File: src/common/sps_pkg.sv
// package of register map, field positions and carrier types for the serial port status block
package sps_pkg;

	// register index on the plain register port
	localparam logic [2:0] SPS_ADDR_STATUS = 3'h0;
	localparam logic [2:0] SPS_ADDR_RXBUF  = 3'h1;
	localparam logic [2:0] SPS_ADDR_TXBUF  = 3'h2;
	localparam logic [2:0] SPS_ADDR_IE     = 3'h3;
	localparam logic [2:0] SPS_ADDR_IFG    = 3'h4;
	localparam logic [2:0] SPS_ADDR_CTRL   = 3'h5;
	localparam logic [2:0] SPS_ADDR_IFGCLR = 3'h6;

	// serial_status fields
	localparam int SPS_ST_LOOPBACK = 7;
	localparam int SPS_ST_FE       = 6;
	localparam int SPS_ST_OE       = 5;
	localparam int SPS_ST_BUSY     = 0;

	// control register fields
	localparam int SPS_CTRL_SEVEN  = 0;

	// shared interrupt enable and flag fields
	localparam int SPS_IRQ_B_TX    = 3;
	localparam int SPS_IRQ_B_RX    = 2;
	localparam int SPS_IRQ_A_TX    = 1;
	localparam int SPS_IRQ_A_RX    = 0;

	// reset values
	localparam logic [3:0] SPS_IE_RESET  = 4'h0;
	localparam logic [3:0] SPS_IFG_RESET = 4'hA;
	localparam logic [7:0] SPS_BYTE_ZERO = 8'h00;

	// character lengths in bits, less one, as the bit counter sees them
	localparam logic [2:0] SPS_LAST_BIT_8 = 3'h7;
	localparam logic [2:0] SPS_LAST_BIT_7 = 3'h6;

	// synchroniser lanes
	localparam int SPS_SYNC_W    = 2;
	localparam int SPS_LANE_SCLK = 1;
	localparam int SPS_LANE_DIN  = 0;

	// register port request
	typedef struct packed {
		logic [2:0] addr;
		logic [7:0] wdata;
		logic       wr;
		logic       rd;
	} sps_bus_req_t;

	// serial pins as seen by the block
	typedef struct packed {
		logic sclk;
		logic mosi;
	} sps_pins_in_t;

	// events and levels from the second serial unit
	typedef struct packed {
		logic rx_done;
		logic tx_empty;
	} sps_unit_b_t;

endpackage

File: src/hw/sps_sync.sv
// two-flop synchroniser for a group of asynchronous inputs
`timescale 1ns/100ps
`default_nettype none
module sps_sync #(
	parameter int W = 1
) (
	// clock and reset
	input  wire logic         sys_clk,
	input  wire logic         srst,
	// asynchronous in, synchronised out
	input  wire logic [W-1:0] d,
	output logic      [W-1:0] q
);

	typedef struct packed {
		logic [W-1:0] first;
		logic [W-1:0] second;
	} sps_sync_st_t;

	sps_sync_st_t st;
	sps_sync_st_t next_st;

	// first stage feeds only the second stage
	always_comb begin
		next_st.first  = d;
		next_st.second = st.first;
	end

	// registered state
	always_ff @(posedge sys_clk) begin
		if (srst) begin
			st <= '0;
		end else begin
			st <= next_st;
		end
	end

	assign q = st.second;

endmodule
`default_nettype wire

File: src/hw/sps_serial_port.sv
// serial port unit: status, receive and transmit buffers, shared interrupt enable and flags
//
// Decided for this implementation: strobed register access and the register addresses.
`timescale 1ns/100ps
`default_nettype none
module sps_serial_port
	import sps_pkg::*;
(
	// clock and reset
	input  wire logic         sys_clk,
	input  wire logic         srst,
	// register port
	input  wire sps_bus_req_t bus_req,
	output logic        [7:0] rdata,
	// serial link, this unit is a clock follower in mode 0
	input  wire sps_pins_in_t pins,
	output logic              miso,
	// second serial unit, same clock
	input  wire sps_unit_b_t  unit_b,
	// interrupt request
	output logic              irq
);

	typedef struct packed {
		logic       loopback_enable;
		logic       framing_error_flag;
		logic       overrun_error_flag;
		logic       seven_bit_char_select;
		logic [7:0] receive_buffer;
		logic [7:0] transmit_buffer;
		logic       tx_full;
		logic [3:0] shared_interrupt_enable;
		logic [3:0] shared_interrupt_flags;
		logic [7:0] rx_shift;
		logic [7:0] tx_shift;
		logic       tx_loaded;
		logic [2:0] bit_cnt;
		logic       sclk_prev;
		logic [7:0] rdata;
		logic       miso;
		logic       irq;
	} sps_state_t;

	sps_state_t st;
	sps_state_t next_st;

	logic [SPS_SYNC_W-1:0] pins_sync;
	logic                  sclk_s;
	logic                  din_s;

	// link pins come from another clock domain
	sps_sync #(
		.W (SPS_SYNC_W)
	) u_sync (
		.sys_clk (sys_clk),
		.srst    (srst),
		.d       ({pins.sclk, pins.mosi}),
		.q       (pins_sync)
	);

	assign sclk_s = pins_sync[SPS_LANE_SCLK];
	assign din_s  = pins_sync[SPS_LANE_DIN];

	// helper terms
	logic       sclk_rise;
	logic       sclk_fall;
	logic [2:0] last_bit;
	logic       tx_bit;
	logic       rx_bit;
	logic       char_done;
	logic [7:0] rx_char;
	logic       busy_flag;
	logic [7:0] serial_status;
	logic       rd_rxbuf;
	logic       wr_txbuf;

	// edge finding on the synchronised link clock
	always_comb begin
		sclk_rise = sclk_s & ~st.sclk_prev;
		sclk_fall = ~sclk_s & st.sclk_prev;
	end

	// character framing and data path terms
	always_comb begin
		last_bit  = st.seven_bit_char_select ? SPS_LAST_BIT_7 : SPS_LAST_BIT_8;
		// seven-bit characters leave the shifter from bit 6, so no realignment is needed
		tx_bit    = st.seven_bit_char_select ? st.tx_shift[6] : st.tx_shift[7];
		rx_bit    = st.loopback_enable ? tx_bit : din_s;
		char_done = sclk_rise && (st.bit_cnt == last_bit);
		rx_char   = {st.rx_shift[6:0], rx_bit};
		if (st.seven_bit_char_select) begin
			rx_char[7] = 1'b0;
		end
		busy_flag = (st.bit_cnt != 3'h0) || st.tx_loaded;
		rd_rxbuf  = bus_req.rd && (bus_req.addr == SPS_ADDR_RXBUF);
		wr_txbuf  = bus_req.wr && (bus_req.addr == SPS_ADDR_TXBUF);
	end

	// status as software sees it; unused bits read zero
	always_comb begin
		serial_status                  = SPS_BYTE_ZERO;
		serial_status[SPS_ST_LOOPBACK] = st.loopback_enable;
		serial_status[SPS_ST_FE]       = st.framing_error_flag;
		serial_status[SPS_ST_OE]       = st.overrun_error_flag;
		serial_status[SPS_ST_BUSY]     = busy_flag;
	end

	// next state: register writes first, then hardware events so a set wins over a clear
	always_comb begin
		next_st           = st;
		next_st.sclk_prev = sclk_s;
		next_st.rdata     = SPS_BYTE_ZERO;

		// register writes
		if (bus_req.wr) begin
			case (bus_req.addr)
				SPS_ADDR_STATUS: begin
					next_st.loopback_enable    = bus_req.wdata[SPS_ST_LOOPBACK];
					next_st.framing_error_flag = bus_req.wdata[SPS_ST_FE];
					// software must leave this bit alone; a write still lands as stored
					next_st.overrun_error_flag = bus_req.wdata[SPS_ST_OE];
				end
				SPS_ADDR_TXBUF: begin
					next_st.transmit_buffer = bus_req.wdata;
					if (st.seven_bit_char_select) begin
						next_st.transmit_buffer[7] = 1'b0;
					end
					next_st.tx_full                              = 1'b1;
					next_st.shared_interrupt_flags[SPS_IRQ_A_TX] = 1'b0;
				end
				SPS_ADDR_IE: begin
					next_st.shared_interrupt_enable = bus_req.wdata[3:0];
				end
				SPS_ADDR_IFG: begin
					next_st.shared_interrupt_flags = bus_req.wdata[3:0];
				end
				SPS_ADDR_IFGCLR: begin
					next_st.shared_interrupt_flags = st.shared_interrupt_flags & ~bus_req.wdata[3:0];
				end
				SPS_ADDR_CTRL: begin
					next_st.seven_bit_char_select = bus_req.wdata[SPS_CTRL_SEVEN];
				end
				default: begin
					next_st.loopback_enable = st.loopback_enable;
				end
			endcase
		end

		// register reads: data stands in the next cycle only
		if (bus_req.rd) begin
			case (bus_req.addr)
				SPS_ADDR_STATUS: next_st.rdata = serial_status;
				SPS_ADDR_RXBUF:  next_st.rdata = st.receive_buffer;
				SPS_ADDR_TXBUF:  next_st.rdata = st.transmit_buffer;
				SPS_ADDR_IE:     next_st.rdata = {4'h0, st.shared_interrupt_enable};
				SPS_ADDR_IFG:    next_st.rdata = {4'h0, st.shared_interrupt_flags};
				SPS_ADDR_CTRL:   next_st.rdata = {7'h00, st.seven_bit_char_select};
				default:         next_st.rdata = SPS_BYTE_ZERO;
			endcase
		end

		// reading the receive buffer clears its error flags and its interrupt flag
		if (rd_rxbuf) begin
			next_st.overrun_error_flag                   = 1'b0;
			next_st.framing_error_flag                   = 1'b0;
			next_st.shared_interrupt_flags[SPS_IRQ_A_RX] = 1'b0;
		end

		// receive shifter samples on the rising link clock edge
		if (sclk_rise) begin
			next_st.rx_shift = rx_char;
			next_st.bit_cnt  = st.bit_cnt + 3'h1;
		end

		// a whole character moves into the receive buffer
		if (char_done) begin
			next_st.bit_cnt        = 3'h0;
			next_st.receive_buffer = rx_char;
			next_st.tx_loaded      = 1'b0;
			// an unread character is lost; a read in this very cycle counts as read
			if (st.shared_interrupt_flags[SPS_IRQ_A_RX] && !rd_rxbuf) begin
				next_st.overrun_error_flag = 1'b1;
			end
			next_st.shared_interrupt_flags[SPS_IRQ_A_RX] = 1'b1;
		end

		// transmit shifter changes data on the falling edge inside a character
		if (sclk_fall && (st.bit_cnt != 3'h0)) begin
			next_st.tx_shift = {st.tx_shift[6:0], 1'b0};
		end

		// between characters the buffer moves into the shifter; idle sends what is left in the shifter, the last character's low bit then zeros
		if ((st.bit_cnt == 3'h0) && !st.tx_loaded && !sclk_rise && st.tx_full && !wr_txbuf) begin
			next_st.tx_shift  = st.transmit_buffer;
			next_st.tx_loaded = 1'b1;
			next_st.tx_full   = 1'b0;
		end

		// transmit flag follows an empty buffer; second unit feeds its own flags
		if (!next_st.tx_full) begin
			next_st.shared_interrupt_flags[SPS_IRQ_A_TX] = 1'b1;
		end
		if (unit_b.tx_empty) begin
			next_st.shared_interrupt_flags[SPS_IRQ_B_TX] = 1'b1;
		end
		if (unit_b.rx_done) begin
			next_st.shared_interrupt_flags[SPS_IRQ_B_RX] = 1'b1;
		end

		// serial output and interrupt come straight from flops
		next_st.miso = st.loopback_enable ? 1'b0 : tx_bit;
		next_st.irq  = |(next_st.shared_interrupt_flags & next_st.shared_interrupt_enable);
	end

	// registered state
	always_ff @(posedge sys_clk) begin
		if (srst) begin
			st                         <= '0;
			st.loopback_enable         <= 1'b0;
			st.shared_interrupt_enable <= SPS_IE_RESET;
			st.shared_interrupt_flags  <= SPS_IFG_RESET;
		end else begin
			st <= next_st;
		end
	end

	// outputs
	assign rdata = st.rdata;
	assign miso  = st.miso;
	assign irq   = st.irq;

endmodule
`default_nettype wire

File: config.mk
export PLATFORM = sky130hd
export DESIGN_NAME = sps_serial_port
export DESIGN_NICKNAME = d
export VERILOG_FILES = /design/src/common/sps_pkg.sv /design/src/hw/sps_sync.sv /design/src/hw/sps_serial_port.sv
export SDC_FILE = /design/constraint.sdc
export NUM_CORES = 1
export LEC_CHECK = 0
export BUFFER_PORTS_ARGS = -buffer_cell sky130_fd_sc_hd__buf_4
export CAP_MARGIN = 20
export CORE_MARGIN = 2
export CORE_UTILIZATION = 40
export CTS_BUF_LIST = sky130_fd_sc_hd__clkbuf_4
export CTS_CLUSTER_DIAMETER = 30
export DETAILED_ROUTE_END_ITERATION = 7
export SLEW_MARGIN = 10
export SYNTH_ARGS = -nofsm -noshare
export SYNTH_HDL_FRONTEND = slang
export SYNTH_HIERARCHICAL = 1
export SYNTH_SLANG_ARGS = --single-unit
File: constraint.sdc
create_clock -name sys_clk -period 2.3 [get_ports sys_clk]
set_clock_uncertainty 0.2 [all_clocks]
set_input_delay 0.115 -clock sys_clk [delete_from_list [all_inputs] [get_ports sys_clk]]
set_output_delay 0.115 -clock sys_clk [all_outputs]
set_load 0.02 [all_outputs]
==> out/results.env, run 1 <==
CRIT_ARRIVAL_NS=2.32
CP.BUFFERS_INVERTERS=4
CTS_MAX_LEVEL=3
GRT_FIRST_PASS_WIRELENGTH_UM=10800
DRV_SLEW=0
POSTSYNTHCELLCOUNT=306
CRITICAL_PATH.MAX_FANOUT=6
INSERTION_DELAY_NS=0.41
OVERALL_GLOBAL_ROUTING_USAGE=0.184
NFILLCELLS=659
FINALCRITPERIODSHARE=0.941
CTS_MADE_BUFFERS=9
FLOORPLAN.DIE_AREA_UM2=7570
TIMING.CRITICAL_PATH.MAX_DELAY_FAMILY='buffers and inverters'
PORTBUFFERS=28
POST_DRT_WL_PER_CELL_UM=14.9
DPL-INSTANCE-AREA_UM2=2950
STANDARD_CELL_ROWS=30
STDCELL_AREA_UM2=3380
SYNTH_ASYNC_SR_FLOP_SHARE=0
SEQ_AREA_FRAC_SYNTH=0.457
YOSYSTOPAREACELLSHARE=0.457
OUTCOME='completed'
MAXSLEWHEADROOM=0.654
YOSYS.AREA.TOP_TYPE='dfxtp_1'
FINAL.HOLD.WORST_SLACK_NS=0.0225
CTS.PATH.MAX_BUFFERS=2
SETUP_VIOL=0
DETAIL_ROUTE.FIRST_PASS.ITERATIONS=4
WORST_PATH_LARGEST_CELL_DELAY_NS=0.66
POWER.LEAKAGE_nW=1.40
POST_ROUTE_CELLS_DRIVE_ABOVE_1_SHARE=0.162
SYNTH.AVG_CELL_AREA_UM2=9.01
YS_SEQ_ELEMENTS=63
MIN_PATH_TYPE='in -> reg'
CORE_UM2=6720
WORSTSETUPENDPOINTTYPE='flop'
MAXCAPVIOLATIONS=0
DIE_W_UM=87.0
FIRST_GLOBAL_VIAS=2206
ACHIEVABLE-FREQUENCY_GHz=0.462
FINALCRITICALPERIOD_NS=2.16
FF2FF_SETUP_SLACK_NS=0.14
POWERDENSITY_nW_PER_UM2=615
CTS_NUM_SINKS=63
WORST_PIN_SLEW_NS=0.518
ROUTED_VIA_DENSITY=5.18
CLK_PIN_SLEW_NS=0.10
SYN-CELL-AREA_UM2=2760
DRT_ITER0_MARKERS=118
STARTPOINT_TYPE='input pin'
GRT_OVERFLOW=0
FINAL_HOLD_VIOL_COUNT=0
POSTSYNTHNETCOUNT=327
ANTENNA_FOUND_INITIAL=0
CRITPATHKIND='in -> reg'
CRITICAL_PATH.MOST_COMMON_CELL='dlygate4sd3_1'
POST_CTS.REPAIR.SETUP_BUFFERS=0
TIMING.CRITICAL_PATH.REQUIRED_NS=2.46
YS_DOMINANT_REG_CELL='dfxtp_1'
FIN_SETUP_TNS_NS=0
PEAKVDDDROP_mV=0.236
FINALNETCOUNT=375
DP_HPWL_UM=4340
NUMBER_OF_SYNTHESIZED_FLOPS_WITH_AN_ENABLE_PIN=0
REPORT.POWER.TOTAL_mW=2.08
GRT_SETUP_UNREPAIRED='false'
AREAGROWTHSYNTHTOFINISH_PCT=22.5
DRT-TOTAL-WL_UM=6540
CRITICAL_PATH.SLOWEST_CELL='dlygate4sd3_1'
LAYOUT.CORE_UTILIZATION=0.503
DIODES=0
IO_PINS=29
LIST_OF_CELLS_TRAVERSED_BY_THE_CRITICAL_PATH='buf_4 -> dlygate4sd3_1 -> nor2_1 -> dlygate4sd3_1 -> nand2_1 -> a21oi_1 -> dlygate4sd3_1'
VIA_COUNT=2273
SYN_WARNINGS=6
DETAIL-ROUTE-ANTENNA-NETS=0
GPL.FINAL_WEIGHTED_CONGESTION=0.821
YOSYSUNIQUECELLTYPES=46
TOTAL_DRC_ERRORS_IN_THE_ROUTED_LAYOUT=0
CTS_ROOT_BUF='clkbuf_4'
TRITONCTS='built'
FLOORPLAN.INITIALDENSITY=0.410
DIE_H_UM=87.0
SYNTHTOPCELLSBYAREA='dfxtp_1 (46%), mux2i_1 (11%), nand2_1 (5.4%)'
GRT_START_MAX_NET_PINS=34
cell type report:
type / instances / area (um^2) / share of cell area
multi-input combinational: 209 / 1310 / 0.387
sequential: 63 / 1260 / 0.373
timing repair buffer: 63 / 546 / 0.161
tap: 80 / 100 / 0.0296
clock buffer: 12 / 90.1 / 0.0267
clock inverter: 4 / 46.3 / 0.0137
inverter: 8 / 30.0 / 0.00889
registers in the layout, indices dropped and copies added, names as in the netlist:
signal and flops:
u_sync/next_st 2, serial_status 3, u_sync/q 2, irq 1, st 40, miso 1
rdata 8, rx_char 6
path summary, 6_finish.rpt:
check	startpoint	cells after the start	end
setup / recovery	bus_req[12]	7	rdata[0]
hold / removal	bus_req[1]	4	st[45]
setup reg to reg	st[11]	7	rdata[0]
hold reg to reg	u_sync/next_st[0]	1	u_sync/q[0]
worst reg2reg max path: cells and delay by family (launching register included):
kind | cells | cell delay, ns
adder cells (fa/ha/maj) | 1 | 0.20
flip-flops | 1 | 0.46
buffers and inverters | 2 | 0.62
AO/OA/AOI/OAI | 2 | 0.37
AND/OR/NAND/NOR | 2 | 0.26
cell usage in the layout (no fill, tap or decap), types with 3 or more instances in the layout:
cell            n
a211oi_1        7
buf_4          34
nor2b_1         5
nand3_1         4
nand2b_1        4
clkbuf_4       12
a21oi_1        28
dlygate4sd3_1  29
a22oi_1         7
inv_1           8
mux2i_1        29
nor3_1          4
dfxtp_1        63
nand2_1        40
o21ai_0         7
nor2_1         40
o22a_1          3
synth_stat cells, types with 2 or more instances:
library cell  instances
a211oi_1              7
a21oi_1              28
a22o_1                2
a22oi_1               7
buf_1                 3
buf_2                 4
buf_4                11
buf_6                 2
clkbuf_1              5
dfxtp_1              63
ha_1                  2
inv_1                 8
mux2i_1              29
nand2_1              40
nand2b_1              4
nand3_1               4
nand3b_1              2
nor2_1               40
nor2b_1               5
nor3_1                4
o21ai_0               8
o22a_1                3
xnor2_1               2
metrics by stage:
stage | std cells | setup slack (ns)
floorplan | 306 | 0.673
global placement | 394 | 0.467
global route | 439 | 0.0227
detailed placement | 394 | 0.398
CTS | 439 | 0.0756
finish | 439 | 0.136
power breakdown:
group | internal, mW | switching [mW] | total [mW]
registers | 1.11 | 0.0138 | 1.12
logic | 0.0972 | 0.103 | 0.200
clock network | 0.364 | 0.392 | 0.756
total | 1.57 | 0.509 | 2.08
per-layer routing:
layer | global-route usage | up-vias | routed length [um]
li1 | - | 1139 | -
met1 | 0.253 | 1077 | 3160
met2 | 0.290 | 46 | 3030
met3 | 0.0256 | 11 | 241
met4 | 0.0767 | 0 | 100
met5 | 0 | - | 0
kinds of logic (layout without fill, tap and decap cells):
kind of cell / after synthesis / after routing / share of synthesized area
xor gates and xnor gates: 3 / 3 / 0.00953
DFF: 63 / 63 / 0.457
muxes: 30 / 30 / 0.109
AOI/OAI and AO/OA: 62 / 62 / 0.142
and+or+nand+nor: 112 / 112 / 0.204
adders and majority gates: 2 / 2 / 0.00907
buffers and inverters: 34 / 87 / 0.0690
repair_timing:
action | in CTS | in global routing
gates resized for setup | 0 | 1
endpoints found under the hold margin | 47 | 0
endpoints found under the setup margin | 0 | 1
hold buffers | 29 | 0
No activity file was read; power rests on OpenSTA's default activity.
==> inputs of run 2 (changes only) <==
CORE_MARGIN = 4   (was 2)
clock period = 2.1 ns   (was 2.3 ns; I/O delays follow)
==> run 2 against run 1 <==
Net effect:
- cell count up 0.91%
- clock power down 12%
- wire length up 4.9%
- die area up 9.4%
- count of clock-buffer cells in the layout unchanged
- sequential power up 9.8%
- combinational power up 17%
- power up 2.5%
- worst hold slack better by 0.021 ns
- via count up 1.6%
- utilization up 2.1 points
- setup slack worse by 0.070 ns
==> out/results.env, run 2 (same netlist as run 1, synthesis figures left out) <==
POST-PLACE-WS_NS=0.290
GPL.FINAL_WEIGHTED_CONGESTION=0.802
WORST_R2R_PATH_DEPTH=4
WORST_PIN_SLEW_NS=0.471
GRT_FIRST_PASS_WIRELENGTH_UM=11400
ROUTED_VIA_DENSITY=5.21
FINALCRITICALPERIOD_NS=2.03
DP_HPWL_UM=4420
FIN_WS_NS=0.0658
CTS_MAX_LEVEL=3
DRV_SLEW=0
AREAGROWTHSYNTHTOFINISH_PCT=24.0
INSERTION_DELAY_NS=0.40
CORE_UM2=6530
FINAL_CELL_MIX='dfxtp_1 (63), nor2_1 (40), nand2_1 (40), dlygate4sd3_1 (35), buf_4 (35)'
WORST_HOLD_PATH.NUM_CELLS=4
CRIT_ARRIVAL_NS=2.12
FIRST_GLOBAL_VIAS=2277
CLK_PIN_SLEW_NS=0.10
POST_DRT_WL_PER_CELL_UM=15.5
CTS.PATH.MAX_BUFFERS=2
DRT_ITER0_MARKERS=179
OVERALL_GLOBAL_ROUTING_USAGE=0.174
PORTBUFFERS=28
GRT_SETUP_UNREPAIRED='false'
ANTENNA_FOUND_INITIAL=0
DETAIL-ROUTE-ANTENNA-NETS=0
MIN_PATH_TYPE='in -> reg'
DIE_H_UM=91.0
MAXCAPVIOLATIONS=0
SETUP_VIOL=0
OUTCOME='completed'
BIGGEST_REGISTER='st'
REPORT.POWER.TOTAL_mW=2.13
VIA_COUNT=2309
IO_PINS=29
TIMING.CRITICAL_PATH.REQUIRED_NS=2.19
CTS_ROOT_BUF='clkbuf_4'
CTS_NUM_SINKS=63
GRT_OVERFLOW=0
FINALCRITPERIODSHARE=0.969
FINALNETCOUNT=383
ENDPOINT_WORST_HOLD='st[32]'
TRITONCTS='built'
DRT-TOTAL-WL_UM=6860
TIMING.RR.START='serial_status[6]'
STANDARD_CELL_ROWS=29
POST_ROUTE_CELLS_DRIVE_ABOVE_1_SHARE=0.156
FINAL_HOLD_VIOL_COUNT=0
DETAIL_ROUTE.FIRST_PASS.ITERATIONS=4
HOLD_PATH.STARTPOINT='bus_req[1]'
POWER.LEAKAGE_nW=1.41
DIE_W_UM=91.0
TOTAL_DRC_ERRORS_IN_THE_ROUTED_LAYOUT=0
PEAKVDDDROP_mV=0.303
STARTPOINT_TYPE='input pin'
CRITICAL_PATH.MAX_FANOUT=13
FLOORPLAN.INITIALDENSITY=0.422
DIODES=0
FIN_SETUP_TNS_NS=0
MOSTFREQUENTLAYOUTCELL='dfxtp_1'
GRT_START_MAX_NET_PINS=53
RR_ENDPOINT='serial_status[6]'
FLOORPLAN.DIE_AREA_UM2=8290
CTS_MADE_BUFFERS=9
MAXSLEWHEADROOM=0.685
WORSTSETUPENDPOINTTYPE='flop'
ACHIEVABLE-FREQUENCY_GHz=0.492
LARGEST_REGISTER_FFS=40
POWERDENSITY_nW_PER_UM2=623
FF2FF_SETUP_SLACK_NS=0.21
CRITPATHKIND='in -> reg'
==> run 2: how the worst max path moves through the flow <==
stage / startpoint / end / cells after the start
after global routing: bus_req[10] / serial_status[6] / 6
after CTS: srst / rdata[2] / 7
after global placement: st[12] / st[17] / 6
after detailed placement: st[12] / st[22] / 6
final: bus_req[10] / serial_status[6] / 6
after floorplan: st[11] / st[32] / 6
==> run 2: cell type report <==
type                            instances  area (um^2)
Tap cell                               77         96.3
Clock buffer                           12         90.1
Inverter                                8         30.0
Fill cell                             650         3110
Clock inverter                          3         11.3
Sequential cell                        63         1260
Multi-Input combinational cell        209         1310
Timing Repair Buffer                   71          624
==> run 2: per-stage QoR <==
step	instances	hold WS [ns]	cell area, um^2	utilization
after floorplan	306	-0.0234	2760	-
after global placement	393	0.115	2960	0.454
after detailed placement	393	0.129	2960	0.454
after CTS	444	0.00111	3430	0.525
after global routing	443	0.0578	3420	0.524
final	443	0.0439	3420	0.524
==> run 2: worst max-delay path, cell delays in order <==
cell and delay (ns):
buf_4 0.17, nor4b_4 0.46, mux2i_1 0.23, dlygate4sd3_1 0.57, nor2_1 0.04, dlygate4sd3_1 0.54
==> run 2: report_power, final <==
part | internal (mW) | switching (mW)
clock network | 0.267 | 0.402
logic | 0.115 | 0.119
registers | 1.22 | 0.0129
total | 1.60 | 0.534
==> run 2: per-layer routing <==
layer | global-route usage | part of all wire | up-vias
met4 | 0.0628 | 0.017 | 0
met1 | 0.242 | 0.46 | 1062
met2 | 0.257 | 0.45 | 79
met3 | 0.0521 | 0.071 | 11
li1 | - | - | 1157
met5 | 0 | 0 | -
==> run 2: repair_timing <==
| item | 4_1_cts | 5_1_grt |
|---|---|---|
| gates resized for setup | 0 | 1 |
| buffers inserted | 0 | 0 |
| hold buffers | 36 | 0 |
| endpoints found under the hold margin | 51 | 0 |
| setup endpoints to repair | 0 | 4 |
